<file path="src/verilog/cstr_pkg.sv">
// constants for the capacitive sense timer routing block
//
// Contract
// (RULE_01) external path, alt select 1: timer0 counts sense oscillator
// (RULE_02) external path, alt select 0: timer0 counts its clock pin
// (RULE_03) source path 0: timer0 counts instruction clock, alt select ignored
// (RULE_04) timer1 clock select 11: timer1 counts sense oscillator
// (RULE_05) timer1 off when run 0; free when gate off; gated when both set
// (RULE_06) software never builds time base from the timer being sense-clocked
// (RULE_07) direction status reads 1 while sourcing, 0 while sinking current
// (RULE_08) software clears timer at time base start, captures count at end
// (RULE_09) software computes frequency as count divided by time base length
// (RULE_10) loaded measurement reuses same time base; expect a lower count
// (RULE_11) recommended time base: timer0 overflow toggling timer1 gate
// (RULE_12) software sets touch threshold between nominal and loaded counts
// (RULE_13) control0: enable b7, mode b6, b5-4 read zero, range b3-2, reset 0
// (RULE_14) sense oscillator runs and clocks timers only while enabled
// (RULE_15) variable mode range 00 gives no current; 01/10/11 low/mid/high
package cstr_pkg;

  // ----------------------------------------------------------------
  // register map, byte addresses
  // ----------------------------------------------------------------
  localparam logic [7:0] CSTR_ADDR_CTRL0 = 8'h00;
  localparam logic [7:0] CSTR_ADDR_T0CFG = 8'h04;
  localparam logic [7:0] CSTR_ADDR_T1CTL = 8'h08;
  localparam logic [7:0] CSTR_ADDR_T0CNT = 8'h0c;
  localparam logic [7:0] CSTR_ADDR_T1CNT = 8'h10;

  // ----------------------------------------------------------------
  // control0 field positions
  // ----------------------------------------------------------------
  localparam int CSTR_C0_EN     = 7;
  localparam int CSTR_C0_RM     = 6;
  localparam int CSTR_C0_RNG_LO = 2;
  localparam int CSTR_C0_DIR    = 1;
  localparam int CSTR_C0_TIMER0_ALT_CLOCK_SELECT  = 0;

  // ----------------------------------------------------------------
  // timer fields
  // ----------------------------------------------------------------
  localparam int CSTR_T0_PATH   = 0;  // timer0 source path select
  localparam int CSTR_T1_RUN    = 0;
  localparam int CSTR_T1_GE     = 1;
  localparam int CSTR_T1_GTGL   = 2;  // gate from timer0 overflow toggle
  localparam int CSTR_T1_CS_LO  = 6;
  localparam int CSTR_T0_OVF    = 8;  // overflow flag in count register

  localparam logic [1:0] CSTR_T1CS_INSTR = 2'h0;
  localparam logic [1:0] CSTR_T1CS_SYS   = 2'h1;
  localparam logic [1:0] CSTR_T1CS_OSC   = 2'h3;
  localparam logic [1:0] CSTR_RNG_NOISE  = 2'h0;

  // ----------------------------------------------------------------
  // reset values and timing
  // ----------------------------------------------------------------
  localparam logic [7:0]  CSTR_RST_CTRL0 = 8'h00;
  localparam logic        CSTR_RST_PATH  = 1'b0;
  localparam logic [7:0]  CSTR_RST_T1CTL = 8'h00;
  localparam logic [7:0]  CSTR_RST_T0CNT = 8'h00;
  localparam logic [15:0] CSTR_RST_T1CNT = 16'h0000;
  localparam int          CSTR_INSTR_DIV = 4;   // instruction clock = clk/4
  localparam logic [1:0]  CSTR_DIV_LAST  = 2'(CSTR_INSTR_DIV - 1);

endpackage : cstr_pkg

</file>
<file path="src/verilog/cstr_top.sv">
// capacitive sense timer routing: control register, timer0/timer1 clocking
`timescale 1ns/1ps

module cstr_top (
  input  wire logic        MCLK,
  input  wire logic        ARST_N,
  input  wire logic        PSEL,
  input  wire logic        PENABLE,
  input  wire logic        PWRITE,
  input  wire logic [7:0]  PADDR,
  input  wire logic [31:0] PWDATA,
  output logic      [31:0] PRDATA,
  output logic             PREADY,
  output logic             PSLVERR,
  input  wire logic        SENSE_OSC_LEVEL,
  input  wire logic        TIMER0_EXT_CLOCK_PIN,
  input  wire logic        TIMER1_GATE_PIN,
  output logic             SENSE_MODULE_ENABLE,
  output logic             SENSE_REFERENCE_MODE,
  output logic      [1:0]  SENSE_CURRENT_RANGE,
  output logic             SENSE_CURRENT_ON,
  output logic             TIMER0_OVERFLOW
);

  // ----------------------------------------------------------------
  // state
  // ----------------------------------------------------------------
  logic [1:0]  osc_sync,  next_osc_sync;
  logic [1:0]  ext_sync,  next_ext_sync;
  logic [1:0]  gate_sync, next_gate_sync;
  logic        osc_prev,  next_osc_prev;
  logic        ext_prev,  next_ext_prev;
  logic [1:0]  div_cnt,   next_div_cnt;
  logic        c0_en,     next_c0_en;
  logic        c0_rm,     next_c0_rm;
  logic [1:0]  c0_rng,    next_c0_rng;
  logic        c0_timer0_alt_clock_select,  next_c0_timer0_alt_clock_select;
  logic        t0_path,   next_t0_path;
  logic [7:0]  t1_ctl,    next_t1_ctl;
  logic [7:0]  t0_cnt,    next_t0_cnt;
  logic        t0_ovf,    next_t0_ovf;
  logic [15:0] t1_cnt,    next_t1_cnt;
  logic        gate_tgl,  next_gate_tgl;
  logic [31:0] next_prdata;
  logic        next_pready;
  logic        next_pslverr;
  logic        next_cur_on;

  // decoded helpers
  logic        osc_edge;
  logic        ext_edge;
  logic        instr_tick;
  logic        t0_tick;
  logic        t1_tick;
  logic        t1_gate_ok;
  logic        osc_dir;
  logic        acc_done;
  logic        wr_en;
  logic        wr_t0;
  logic        wr_t1;
  logic        addr_ok;
  logic [31:0] rd_mux;
  logic [1:0]  t1_cs;

  // ----------------------------------------------------------------
  // event decode
  // ----------------------------------------------------------------
  // pins are read only after the second sync stage
  assign osc_dir    = c0_en & osc_sync[1];                      // RULE_07
  assign osc_edge   = c0_en & osc_sync[1] & ~osc_prev;          // RULE_14
  assign ext_edge   = ext_sync[1] & ~ext_prev;
  assign instr_tick = (div_cnt == cstr_pkg::CSTR_DIV_LAST);
  assign t1_cs      = t1_ctl[cstr_pkg::CSTR_T1_CS_LO +: 2];

  // timer0 source routing
  always_comb begin
    if (!t0_path) begin
      t0_tick = instr_tick;                                     // RULE_03
    end else if (c0_timer0_alt_clock_select) begin
      t0_tick = osc_edge;                                       // RULE_01
    end else begin
      t0_tick = ext_edge;                                       // RULE_02
    end
  end

  // timer1 source routing and enable table
  always_comb begin
    case (t1_cs)
      cstr_pkg::CSTR_T1CS_INSTR: t1_tick = instr_tick;
      cstr_pkg::CSTR_T1CS_SYS:   t1_tick = 1'b1;
      cstr_pkg::CSTR_T1CS_OSC:   t1_tick = osc_edge;            // RULE_04
      default:                   t1_tick = 1'b0;
    endcase
    // toggle gate lets timer0 overflow frame the window
    if (t1_ctl[cstr_pkg::CSTR_T1_GTGL]) begin
      t1_gate_ok = gate_tgl;                                    // RULE_11
    end else begin
      t1_gate_ok = gate_sync[1];
    end
    if (!t1_ctl[cstr_pkg::CSTR_T1_RUN]) begin
      t1_tick = 1'b0;                                           // RULE_05
    end else if (t1_ctl[cstr_pkg::CSTR_T1_GE] && !t1_gate_ok) begin
      t1_tick = 1'b0;                                           // RULE_05
    end
  end

  // ----------------------------------------------------------------
  // apb decode
  // ----------------------------------------------------------------
  assign acc_done = PSEL & PENABLE & PREADY;
  assign wr_en    = acc_done & PWRITE;
  assign wr_t0    = wr_en & (PADDR == cstr_pkg::CSTR_ADDR_T0CNT);
  assign wr_t1    = wr_en & (PADDR == cstr_pkg::CSTR_ADDR_T1CNT);

  // read mux, unused bits read as zero
  always_comb begin
    rd_mux  = 32'h0000_0000;
    addr_ok = 1'b1;
    case (PADDR)
      cstr_pkg::CSTR_ADDR_CTRL0: begin
        rd_mux[7:0] = {c0_en, c0_rm, 2'h0, c0_rng,              // RULE_13
                       osc_dir, c0_timer0_alt_clock_select};
      end
      cstr_pkg::CSTR_ADDR_T0CFG: rd_mux[0]    = t0_path;
      cstr_pkg::CSTR_ADDR_T1CTL: rd_mux[7:0]  = t1_ctl;
      cstr_pkg::CSTR_ADDR_T0CNT: rd_mux[8:0]  = {t0_ovf, t0_cnt};
      cstr_pkg::CSTR_ADDR_T1CNT: rd_mux[15:0] = t1_cnt;
      default:                   addr_ok      = 1'b0;
    endcase
  end

  // ----------------------------------------------------------------
  // next state
  // ----------------------------------------------------------------
  always_comb begin
    next_osc_sync  = {osc_sync[0], SENSE_OSC_LEVEL};
    next_ext_sync  = {ext_sync[0], TIMER0_EXT_CLOCK_PIN};
    next_gate_sync = {gate_sync[0], TIMER1_GATE_PIN};
    next_osc_prev  = osc_sync[1];
    next_ext_prev  = ext_sync[1];
    next_div_cnt   = instr_tick ? 2'h0 : div_cnt + 2'h1;
    next_c0_en     = c0_en;
    next_c0_rm     = c0_rm;
    next_c0_rng    = c0_rng;
    next_c0_timer0_alt_clock_select  = c0_timer0_alt_clock_select;
    next_t0_path   = t0_path;
    next_t1_ctl    = t1_ctl;
    next_gate_tgl  = gate_tgl;
    next_t0_ovf    = t0_ovf;
    // one wait cycle, then the answer stands for one cycle
    next_pready    = PSEL & PENABLE & ~PREADY;
    next_prdata    = PREADY ? 32'h0000_0000 : rd_mux;
    next_pslverr   = PSEL & PENABLE & ~PREADY & ~addr_ok;
    if (wr_en) begin
      case (PADDR)
        cstr_pkg::CSTR_ADDR_CTRL0: begin
          next_c0_en    = PWDATA[cstr_pkg::CSTR_C0_EN];         // RULE_13
          next_c0_rm    = PWDATA[cstr_pkg::CSTR_C0_RM];
          next_c0_rng   = PWDATA[cstr_pkg::CSTR_C0_RNG_LO +: 2];
          next_c0_timer0_alt_clock_select = PWDATA[cstr_pkg::CSTR_C0_TIMER0_ALT_CLOCK_SELECT];
        end
        cstr_pkg::CSTR_ADDR_T0CFG: begin
          next_t0_path = PWDATA[cstr_pkg::CSTR_T0_PATH];
        end
        cstr_pkg::CSTR_ADDR_T1CTL: begin
          next_t1_ctl = PWDATA[7:0];
        end
        cstr_pkg::CSTR_ADDR_T0CNT: begin
          if (PWDATA[cstr_pkg::CSTR_T0_OVF]) begin
            next_t0_ovf = 1'b0;    // write one to clear
          end
        end
        default: begin
        end
      endcase
    end
    // software load wins over a count edge so a clear is exact
    if (wr_t0) begin
      next_t0_cnt = PWDATA[7:0];                                // RULE_08
    end else if (t0_tick) begin
      next_t0_cnt = t0_cnt + 8'h01;
    end else begin
      next_t0_cnt = t0_cnt;
    end
    // a write to the count register blocks the overflow set, so the clear wins in the same cycle
    if (t0_tick && !wr_t0 && t0_cnt == 8'hff) begin
      next_t0_ovf   = 1'b1;
      next_gate_tgl = ~gate_tgl;                                // RULE_11
    end
    if (wr_t1) begin
      next_t1_cnt = PWDATA[15:0];                               // RULE_08
    end else if (t1_tick) begin
      next_t1_cnt = t1_cnt + 16'h0001;
    end else begin
      next_t1_cnt = t1_cnt;
    end
    // noise detection code supplies no charge current
    next_cur_on = next_c0_en &                                  // RULE_15
                  ~(next_c0_rm & (next_c0_rng == cstr_pkg::CSTR_RNG_NOISE));
  end

  // ----------------------------------------------------------------
  // registers
  // ----------------------------------------------------------------
  always_ff @(posedge MCLK or negedge ARST_N) begin
    if (!ARST_N) begin
      osc_sync             <= 2'h0;
      ext_sync             <= 2'h0;
      gate_sync            <= 2'h0;
      osc_prev             <= 1'b0;
      ext_prev             <= 1'b0;
      div_cnt              <= 2'h0;
      c0_en                <= cstr_pkg::CSTR_RST_CTRL0[cstr_pkg::CSTR_C0_EN];
      c0_rm                <= cstr_pkg::CSTR_RST_CTRL0[cstr_pkg::CSTR_C0_RM];
      c0_rng               <= cstr_pkg::CSTR_RST_CTRL0[3:2];
      c0_timer0_alt_clock_select             <= cstr_pkg::CSTR_RST_CTRL0[0];
      t0_path              <= cstr_pkg::CSTR_RST_PATH;
      t1_ctl               <= cstr_pkg::CSTR_RST_T1CTL;
      t0_cnt               <= cstr_pkg::CSTR_RST_T0CNT;
      t0_ovf               <= 1'b0;
      t1_cnt               <= cstr_pkg::CSTR_RST_T1CNT;
      gate_tgl             <= 1'b0;
      PRDATA               <= 32'h0000_0000;
      PREADY               <= 1'b0;
      PSLVERR              <= 1'b0;
      SENSE_MODULE_ENABLE  <= 1'b0;
      SENSE_REFERENCE_MODE <= 1'b0;
      SENSE_CURRENT_RANGE  <= 2'h0;
      SENSE_CURRENT_ON     <= 1'b0;
      TIMER0_OVERFLOW      <= 1'b0;
    end else begin
      osc_sync             <= next_osc_sync;
      ext_sync             <= next_ext_sync;
      gate_sync            <= next_gate_sync;
      osc_prev             <= next_osc_prev;
      ext_prev             <= next_ext_prev;
      div_cnt              <= next_div_cnt;
      c0_en                <= next_c0_en;
      c0_rm                <= next_c0_rm;
      c0_rng               <= next_c0_rng;
      c0_timer0_alt_clock_select             <= next_c0_timer0_alt_clock_select;
      t0_path              <= next_t0_path;
      t1_ctl               <= next_t1_ctl;
      t0_cnt               <= next_t0_cnt;
      t0_ovf               <= next_t0_ovf;
      t1_cnt               <= next_t1_cnt;
      gate_tgl             <= next_gate_tgl;
      PRDATA               <= next_prdata;
      PREADY               <= next_pready;
      PSLVERR              <= next_pslverr;
      SENSE_MODULE_ENABLE  <= next_c0_en;                       // RULE_14
      SENSE_REFERENCE_MODE <= next_c0_rm;
      SENSE_CURRENT_RANGE  <= next_c0_rng;
      SENSE_CURRENT_ON     <= next_cur_on;
      TIMER0_OVERFLOW      <= next_t0_ovf;
    end
  end
endmodule : cstr_top

</file>
<file path="config.mk">
export PLATFORM = sky130hd
export DESIGN_NAME = cstr_top
export DESIGN_NICKNAME = d
export VERILOG_FILES = /design/src/verilog/cstr_pkg.sv /design/src/verilog/cstr_top.sv
export SDC_FILE = /design/constraint.sdc
export NUM_CORES = 1
export LEC_CHECK = 0
export ABC_AREA = 0
export BUFFER_PORTS_ARGS = -buffer_cell sky130_fd_sc_hd__buf_2
export CORE_MARGIN = 1.5
export CORE_UTILIZATION = 57
export CTS_CLUSTER_DIAMETER = 200
export DETAILED_ROUTE_END_ITERATION = 12
export HOLD_SLACK_MARGIN = 0.05
export PLACE_DENSITY = 0.85
export SLEW_MARGIN = 20
export SYNTH_ARGS = -nofsm -noshare
export SYNTH_HDL_FRONTEND = slang
export SYNTH_SLANG_ARGS = --single-unit
</file>
<file path="constraint.sdc">
create_clock -name MCLK -period 4.7 [get_ports MCLK]
set_clock_uncertainty 0.1 [all_clocks]
set_input_delay 0.47 -clock MCLK [delete_from_list [all_inputs] [get_ports MCLK]]
set_output_delay 0.47 -clock MCLK [all_outputs]
set_load 0.02 [all_outputs]
</file>
==> results of run 1 <==
[worst max-delay path: cells and delay by family]
| kind | cells | cell delay, ns |
|---|---|---|
| AO/OA/AOI/OAI | 1 | 0.12 |
| AND/OR/NAND/NOR | 3 | 1.77 |
| buffers and inverters | 2 | 0.44 |
[worst max path at each step]
stage | end | slack (ns) | cells past startpoint
2_1_floorplan | c0_en | 2.08 | 6
3_3_place_gp | t1_cnt[8] | 1.71 | 6
3_5_place_dp | t1_cnt[3] | 1.68 | 6
4_1_cts | t1_cnt[3] | 2.04 | 6
5_1_grt | t1_cnt[5] | 1.85 | 7
6_report | t1_cnt[3] | 2.01 | 6
[metrics by stage]
stage	hold WS (ns)	setup slack, ns	cell area (um^2)	total power [mW]	cells
2_1_floorplan	0.0744	2.08	3440	0.831	344
3_3_place_gp	0.231	1.71	3630	0.885	443
5_1_grt	0.130	1.85	3800	1.35	459
6_report	0.134	2.01	3800	1.29	459
4_1_cts	0.121	2.04	3800	1.30	459
3_5_place_dp	0.239	1.68	3630	0.894	443
[flip-flops by register name (all words and copies together), names as in the netlist, 2 cells and up]
name and cells:
osc_sync 2, gate_sync 2, div_cnt 2, ext_sync 2, c0_rng 2, t1_ctl 8
t1_cnt 16, t0_cnt 8, PRDATA 16
[power groups by stage]
| stage | registers (mW) | logic (mW) | clock network, mW |
|---|---|---|---|
| 3_3_place_gp | 0.707 | 0.177 | 0 |
| 3_5_place_dp | 0.712 | 0.182 | 0 |
| 2_1_floorplan | 0.696 | 0.135 | 0 |
| 5_1_grt | 0.709 | 0.209 | 0.432 |
| 6_report | 0.703 | 0.186 | 0.405 |
| 4_1_cts | 0.701 | 0.185 | 0.412 |
[metal layers]
| layer | share of wire, % | global-route usage [%] |
|---|---|---|
| met5 | 0 | 0 |
| met1 | 44 | 33.7 |
| met2 | 48 | 39.2 |
| met4 | 2.0 | 12.1 |
| met3 | 6.2 | 3.98 |
[timing repair]
item | 4_1_cts | 5_1_grt
hold buffers | 1 | 0
endpoints found under the hold margin | 25 | 0
setup endpoints to repair | 0 | 0
[cell type report]
| cell class | instances | area (um^2) | area share [%] |
|---|---|---|---|
| flip-flops and latches | 69 | 1730 | 45.4 |
| repair buffers | 58 | 300 | 7.90 |
| clock buffers | 13 | 149 | 3.92 |
| inverters | 10 | 37.5 | 0.987 |
| multi-input cells | 235 | 1490 | 39.1 |
| clock inverters | 2 | 10.0 | 0.263 |
| well taps | 72 | 90.1 | 2.37 |
[Yosys cell counts]
cell type and number:
mux2_4 4, o31ai_1 1, nor2_1 24, and3_1 3, ha_1 3, nor4b_1 1
conb_1 1, or4_4 2, inv_1 10, or2_2 2, a211oi_1 1, nor3_1 7
a21oi_1 6, buf_4 16, mux2_2 8, xor2_1 13, o221a_2 1, nand2_1 41
o21ai_0 27, o22a_1 6, a221oi_1 2, and2_1 7, or3_1 2, nand4_1 10
a2bb2oi_1 1, dfrtp_1 69, buf_1 2, nand3b_1 1, nand2b_1 2, and4_1 1
nor4_1 2, nor3_4 2, nand4bb_1 1, a31oi_1 2, nand3_1 9, buf_6 2
a21boi_0 1, nor3b_1 1, xnor2_1 10, clkbuf_1 8, buf_2 2, mux2i_1 15
[cell usage in the layout, fill, tap and decap left out, drive strengths merged, types with 2 or more instances in the layout]
cell and count:
a21oi 6, a221oi 2, a31oi 2, and2 7, and3 3, buf 57
clkbuf 13, clkinv 2, conb 16, dfrtp 69, ha 3, inv 10
mux2 12, mux2i 15, nand2 41, nand2b 2, nand3 9, nand4 10
nor2 24, nor3 9, nor4 2, o21ai 27, o22a 6, or2 2
or3 2, or4 2, xnor2 10, xor2 13
[logic make-up (layout without fill, tap and decap cells)]
| logic type | Yosys count | count (layout) | share of synthesized area [%] |
|---|---|---|---|
| xor+xnor | 23 | 23 | 5.95 |
| buf+inv | 40 | 83 | 6.73 |
| mux | 27 | 27 | 8.87 |
| simple gates | 118 | 118 | 17.7 |
| compound gates | 48 | 48 | 8.57 |
| flops | 69 | 69 | 51.0 |
| other cells | 1 | 16 | 0.111 |
| fa+ha+maj | 3 | 3 | 1.11 |
==> flow_summary.yaml, run 1 <==
floorplan:
  die_w_um: 80.1
  core_um2: 5610
  rows: 27
  ios: 88
  start_util_pct: 60.4
  fp.dieH_um: 80.1
  die_area_um2: 6410
logic_synthesis:
  synth_top_cell_area_share_pct: 51.0
  synth-seq-cells: 69
  synth_cell_type_count: 42
  synth_area_um2: 3390
  synthCells: 329
  yosysWarnings: 0
  synthTopCellsByArea: "dfrtp_1, nand2_1, mux2i_1, o21ai_0, buf_4"
  synth_top_area_cell: "dfrtp_1"
  yosysSeqAreaShare_pct: 51.0
  post_synth.cell_area_avg_um2: 10.3
global_route:
  antenna_found_initial: 0
  grt-ovfl-total: 0
  grt_use_total_pct: 25.0
  grt_pass1_vias: 2512
  grt_max_degree: 45
  grt_pass1_wl_mm: 12.0
hold_path:
  min-delay-path-class: "in -> reg"
  whs_path_depth: 1
  hold_end: "ext_sync[0]"
  hold_start: "TIMER0_EXT_CLOCK_PIN"
layout:
  num_antenna_cells: 0
  nets: 434
  n_fill_cell: 470
  drive_above_1_share_pct: 22.7
  area_delta_synth_final_pct: 12.3
  final_util_pct: 67.8
routing:
  routed_wl_mm: 7.25
  wl_per_cell_um: 15.8
  drt-initial-drc-count: 192
  via_per_inst: 5.66
  postRouteAntennaNets: 0
  dr.pass1.iters: 5
  routed-via-count: 2600
  drcViolationCount: 0
power:
  pwr-share-seq_pct: 54.3
  p_comb_share_pct: 14.4
  clockPowerShare_pct: 31.3
  swShare_pct: 29.0
  pwr_density_cell_nw_per_um2: 341
  power.switching_uw: 375
  cellLeakagePower_nw: 1.78
  p_int_uw: 920
  ir_drop_uv: 284
clock_tree:
  cts.sinks: 69
  cts_made_buffers: 9
  cts_resized: 0
  clkTransAtPathRegs_ns: 0.07
  cts_buffer_depth: 2
  cts.htree.levels: 3
  cts_root_buffer: "clkbuf_8"
  cts_tree: "done"
  clock_latency_ns: 0.34
  cts.repair_timing.setup_buffer_count: 0
timing:
  hold_viol_final: 0
  rsz0062_at_grt: "false"
  setup_violations: 0
  finalCritPeriodShare_pct: 57.3
  finalMaxSlewViolations: 0
  slew_headroom_pct: 36.8
  period_needed_ns: 2.69
  tightest_slew_ns: 0.948
  tns_ns: 0
  max_freq_mhz: 371
worst_setup_path:
  worstSetupEndpointType: "flop"
  cp_cell_sequence: "buf_2 -> or4_4 -> or4_4 -> nor2_1 -> buf_4 -> o21ai_0"
  arrival_ns: 2.81
  cp-start-kind: "input port"
  rr_endpoint: "t1_cnt[15]"
  crit_top_cell: "or4_4"
  cp_max_fo: 18
  slowest_delay_ns: 0.64
  rr_startpoint: "div_cnt[0]"
  r2r_slack_ns: 2.26
  critPathRequiredTime_ns: 4.82
  critPathSlowestCell: "nor2_1"
  crit_start: "PADDR[1]"
  reg2reg_depth: 6
  crit_type: "in -> reg"
status:
  status: "complete, no violations"
place:
  gp_congestion: 0.887
  io_buffers: 55
  dp_hpwl_mm: 5.30
run:
  cap_violations: 0
Power figures use the tool's default switching activity.
==> inputs of run 2 (changes only) <==
- CORE_UTILIZATION: 57 -> 48
- PLACE_DENSITY: 0.85 -> 0.76
- clock period: 4.7 -> 2.3 ns (I/O delays scaled with it)
==> run 2 against run 1 <==
Setup slack got worse by 1.8 ns. Final area is 10% higher. Global-route usage fell by 2.9 points. Combinational power increased by 130%. Total power increased by 120%. Largest cell class unchanged.
==> flow_summary.yaml, run 2 (synthesis gave the netlist of run 1 again) <==
timing:
  setup_violations: 0
  period_needed_ns: 2.14
  slew_headroom_pct: 60.2
  tightest_slew_ns: 0.589
  hold_viol_final: 0
  postLayoutSetupSlackWorst_ns: 0.164
  finalCritPeriodShare_pct: 92.9
  finalMaxSlewViolations: 0
  rsz0062_at_grt: "false"
  max_freq_mhz: 468
place:
  gp_congestion: 0.905
  placed_cell_area_um2: 3800
  dp_hpwl_mm: 5.42
  io_buffers: 55
  place_ws_ns: -0.233
clock_tree:
  cts.htree.levels: 3
  cts_buffer_depth: 2
  cts_resized: 0
  clkTransAtPathRegs_ns: 0.08
  cts.sinks: 69
  cts_made_buffers: 9
  cts_root_buffer: "clkbuf_8"
  clock_latency_ns: 0.36
  cts_tree: "done"
routing:
  dr.pass1.iters: 5
  drcViolationCount: 0
  routed_wl_mm: 7.72
  drt-initial-drc-count: 178
  via_per_inst: 5.32
  routed-via-count: 2736
  postRouteAntennaNets: 0
  wl_per_cell_um: 15.0
worst_setup_path:
  rr_endpoint: "gate_tgl"
  path_depth: 5
  critPathSlowestCell: "or4_4"
  worstSetupEndpointType: "flop"
  crit_family: "simple AND/OR/NAND/NOR gates"
  arrival_ns: 2.28
  crit_type: "in -> reg"
  crit_top_cell: "or4_4"
  cp-start-kind: "input port"
  rr_startpoint: "c0_en"
  r2r_slack_ns: 0.21
  slowest_delay_ns: 0.56
  cp_cell_sequence: "buf_2 -> or4_4 -> or4_4 -> or3_1 -> mux2_4"
  critPathBufInv: 1
  reg2reg_depth: 5
  cp_max_fo: 8
  critPathRequiredTime_ns: 2.44
power:
  ir_drop_uv: 390
  cellLeakagePower_nw: 1.94
  pwr-share-seq_pct: 49.5
  swShare_pct: 28.9
  p_int_mw: 2.06
  clockPowerShare_pct: 35.6
  pwr_density_cell_nw_per_um2: 694
  power_mw: 2.90
  power.switching_uw: 839
  p_comb_share_pct: 14.9
layout:
  n_fill_cell: 577
  nets: 464
  layout_common_cells: "dfrtp_1, buf_2, nand2_1, o21ai_0, nor2_1"
  num_antenna_cells: 0
  drive_above_1_share_pct: 25.4
  fin_area_um2: 4180
  reg_top3: "PRDATA (16), t1_cnt (16)"
  area_delta_synth_final_pct: 23.5
  final_common_cell: "dfrtp_1"
floorplan:
  core_um2: 6790
  die_area_um2: 7570
  start_util_pct: 49.8
  ios: 88
  rows: 30
  fp.dieH_um: 87.0
  die_w_um: 87.0
hold_path:
  whs_path_depth: 3
  hold_end: "t0_cnt[3]"
  min-delay-path-class: "in -> reg"
  hold_start: "PWDATA[3]"
global_route:
  grt_use_total_pct: 22.1
  grt-ovfl-total: 0
  grt_pass1_vias: 2641
  grt_max_degree: 70
  antenna_found_initial: 0
  grt_pass1_wl_mm: 12.5
run:
  cap_violations: 0
status:
  status: "complete, no violations"
==> run 2: cell count changes in the layout (fill, tap and decap cells not counted), moves of 2 or more <==
cell	delta
mux2_4	+2
clkbuf_1	-3
buf_4	+12
dlygate4sd3_1	+16
mux2_2	-2
clkinvlp_4	+2
buf_12	+2
==> run 2: how the worst max path moves through the flow <==
stage	endpoint	startpoint	slack (ns)
finish	c0_rng[1]	PADDR[1]	0.16
global placement	c0_rng[1]	PADDR[1]	-0.17
detailed placement	t0_path	PADDR[1]	-0.23
floorplan	c0_en	PADDR[1]	-0.08
global route	gate_tgl	c0_en	0.14
CTS	t0_path	PADDR[1]	0.16
==> run 2: through the flow <==
stage               hold WS (ns)  utilization, %  setup TNS [ns]  std cells
floorplan                 -0.166               -          -0.608        344
global placement           0.177            55.9           -2.45        481
detailed placement         0.177            55.9           -3.56        481
CTS                       0.0580            61.5               0        514
global route              0.0907            61.5               0        514
finish                    0.0667            61.5               0        514
==> run 2: layout make-up <==
| class | instances | area, um^2 | area share, % |
|---|---|---|---|
| clock inverters | 5 | 58.8 | 1.41 |
| flip-flops and latches | 69 | 1730 | 41.3 |
| clock buffers | 11 | 151 | 3.62 |
| repair buffers | 88 | 591 | 14.1 |
| inverters | 10 | 37.5 | 0.898 |
| multi-input cells | 235 | 1500 | 35.8 |
| well taps | 96 | 120 | 2.87 |
==> run 2: power groups by stage <==
stage | Combinational (mW) | Sequential, mW | Clock, mW
global route | 0.481 | 1.45 | 1.10
detailed placement | 0.399 | 1.46 | 0
global placement | 0.386 | 1.45 | 0
floorplan | 0.276 | 1.42 | 0
finish | 0.432 | 1.44 | 1.03
CTS | 0.430 | 1.43 | 1.04
==> run 2: routing by layer <==
layer | GRT usage (%) | share of wire, % | up-vias | routed length, um
li1 | - | - | 1261 | -
met1 | 29.3 | 44 | 1333 | 3380
met3 | 4.64 | 7.0 | 17 | 537
met5 | 0 | 0 | - | 0
met4 | 8.36 | 1.4 | 0 | 110
met2 | 35.7 | 48 | 125 | 3700
==> run 2: timing repair <==
item | in CTS | in global routing
hold endpoints to repair | 88 | 0
buffers inserted | 0 | 0
hold buffers | 17 | 0
==> run 2: worst register-to-register path, cell delays in order, from the launching register on <==
cell	delay, ns
dfrtp_1	0.46
nand3b_1	0.22
o221a_2	0.33
nand2b_1	0.18
nor4b_1	0.52
xor2_1	0.13
==> inputs of run 3 (changes only) <==
- CTS_BUF_LIST: default -> sky130_fd_sc_hd__clkbuf_16
==> run 3 against run 2 <==
Hold slack lost 0.014 ns. Fmax shrank 1.5%. Count of clock-buffer cells in the layout shrank 2. Global-route usage grew 0.39 points. Sequential cell count is the same. Via count shrank 1.2%. Critical endpoint unchanged. Largest cell class unchanged. Highest routed layer unchanged.
==> flow_summary.yaml, run 3 (synthesis gave the netlist of run 1 again) <==
worst_setup_path:
  cp_max_fo: 8
  rr_startpoint: "c0_en"
  crit_start: "PADDR[1]"
  r2r_slack_ns: 0.18
  critPathRequiredTime_ns: 2.41
  rr_endpoint: "gate_tgl"
  cp-start-kind: "input port"
  arrival_ns: 2.28
  crit_type: "in -> reg"
  worstSetupEndpointType: "flop"
  reg2reg_depth: 5
timing:
  setup_violations: 0
  max_freq_mhz: 461
  finalMaxSlewViolations: 0
  finalCritPeriodShare_pct: 94.3
  tightest_slew_ns: 0.613
  slew_headroom_pct: 58.6
  hold_viol_final: 0
  period_needed_ns: 2.17
  tns_ns: 0
  rsz0062_at_grt: "false"
hold_path:
  min-delay-path-class: "in -> reg"
  whs_path_depth: 3
  hold_end: "t0_cnt[5]"
  hold_start: "PWDATA[5]"
floorplan:
  ios: 88
  core_um2: 6790
  die_area_um2: 7570
  start_util_pct: 49.8
  die_w_um: 87.0
  rows: 30
  fp.dieH_um: 87.0
power:
  p_comb_share_pct: 13.2
  clockPowerShare_pct: 41.9
  p_int_mw: 2.33
  ir_drop_uv: 423
  cellLeakagePower_nw: 1.96
  swShare_pct: 27.2
  power_mw: 3.20
  pwr_density_cell_nw_per_um2: 758
  power.switching_uw: 871
  pwr-share-seq_pct: 44.9
clock_tree:
  cts_buffer_depth: 2
  cts.repair_timing.setup_buffer_count: 0
  cts.sinks: 69
  cts.htree.levels: 3
  cts_resized: 0
  cts_root_buffer: "clkbuf_16"
  cts_tree: "done"
  cts_made_buffers: 9
  clkTransAtPathRegs_ns: 0.05
  cts_hold_buf: 13
  clock_latency_ns: 0.33
place:
  io_buffers: 55
  gp_congestion: 0.905
  dp_hpwl_mm: 5.42
layout:
  seq_area_um2: 1730
  n_fill_cell: 560
  final_util_pct: 62.1
  reg_top3: "PRDATA (16), t1_cnt (16)"
  layout_common_cells: "dfrtp_1, buf_2, nand2_1, o21ai_0, nor2_1"
  drive_above_1_share_pct: 25.1
  nets: 460
  area_delta_synth_final_pct: 24.7
  multi_input_area_um2: 1500
  final_common_cell: "dfrtp_1"
  num_antenna_cells: 0
routing:
  postRouteAntennaNets: 0
  drt-initial-drc-count: 194
  drcViolationCount: 0
  routed_wl_mm: 7.76
  wl_per_cell_um: 15.2
  via_per_inst: 5.30
  routed-via-count: 2704
  dr.pass1.iters: 5
global_route:
  grt_max_degree: 70
  antenna_found_initial: 0
  grt_pass1_vias: 2589
  grt_use_total_pct: 22.5
  grt_pass1_wl_mm: 12.7
  grt-ovfl-total: 0
status:
  status: "complete, no violations"
run:
  cap_violations: 0
==> run 3: cell types whose count changed in the layout (fill, tap and decap cells not counted), sizes merged <==
cell | previous run | this run
dlygate4sd3 | 17 | 13
clkinv | 2 | 4
clkbuf | 11 | 9
==> run 3: metrics by stage <==
step                      instances  setup WS (ns)  instance area (um^2)  hold WS (ns)
final                           510          0.131                  4220        0.0528
after global routing            510         0.0956                  4220        0.0714
after CTS                       510          0.134                  4220        0.0512
after detailed placement        481         -0.233                  3800         0.177
after global placement          481         -0.171                  3800         0.177
after floorplan                 344        -0.0767                  3450        -0.166
==> run 3: power by group through the flow <==
| stage | registers (mW) | clock network [mW] | logic [mW] |
|---|---|---|---|
| floorplan | 1.42 | 0 | 0.276 |
| global placement | 1.45 | 0 | 0.386 |
| detailed placement | 1.46 | 0 | 0.399 |
| CTS | 1.44 | 1.36 | 0.421 |
| global route | 1.46 | 1.42 | 0.476 |
| finish | 1.44 | 1.34 | 0.423 |
==> run 3: how the worst max path moves through the flow <==
stage,end,slack (ns)
after floorplan,c0_en,-0.08
after global placement,c0_rng[1],-0.17
after detailed placement,t0_path,-0.23
after CTS,t0_path,0.13
after global routing,t1_cnt[3],0.1
final,c0_rng[1],0.13
==> run 3: critical path: stages <==
cell    delay (ns)
buf_2         0.10
or4_4         0.53
or4_4         0.57
or3_1         0.50
mux2_4        0.35
==> run 3: layer usage <==
metal	routed length [um]	global-route usage, %	vias to the layer above	share of wire, %
met5	0	0	-	0
met1	3470	30.8	1332	45
met4	81	7.33	0	1.0
met2	3740	35.3	107	48
met3	463	5.21	9	6.0
li1	-	-	1256	-
==> run 3: final cells by class <==
cell class	instances	area share (%)
clock buffer	9	5.33
tap	96	2.85
timing repair buffer	84	13.0
clock inverter	7	1.57
inverter	10	0.889
sequential	69	40.9
multi-input combinational	235	35.4
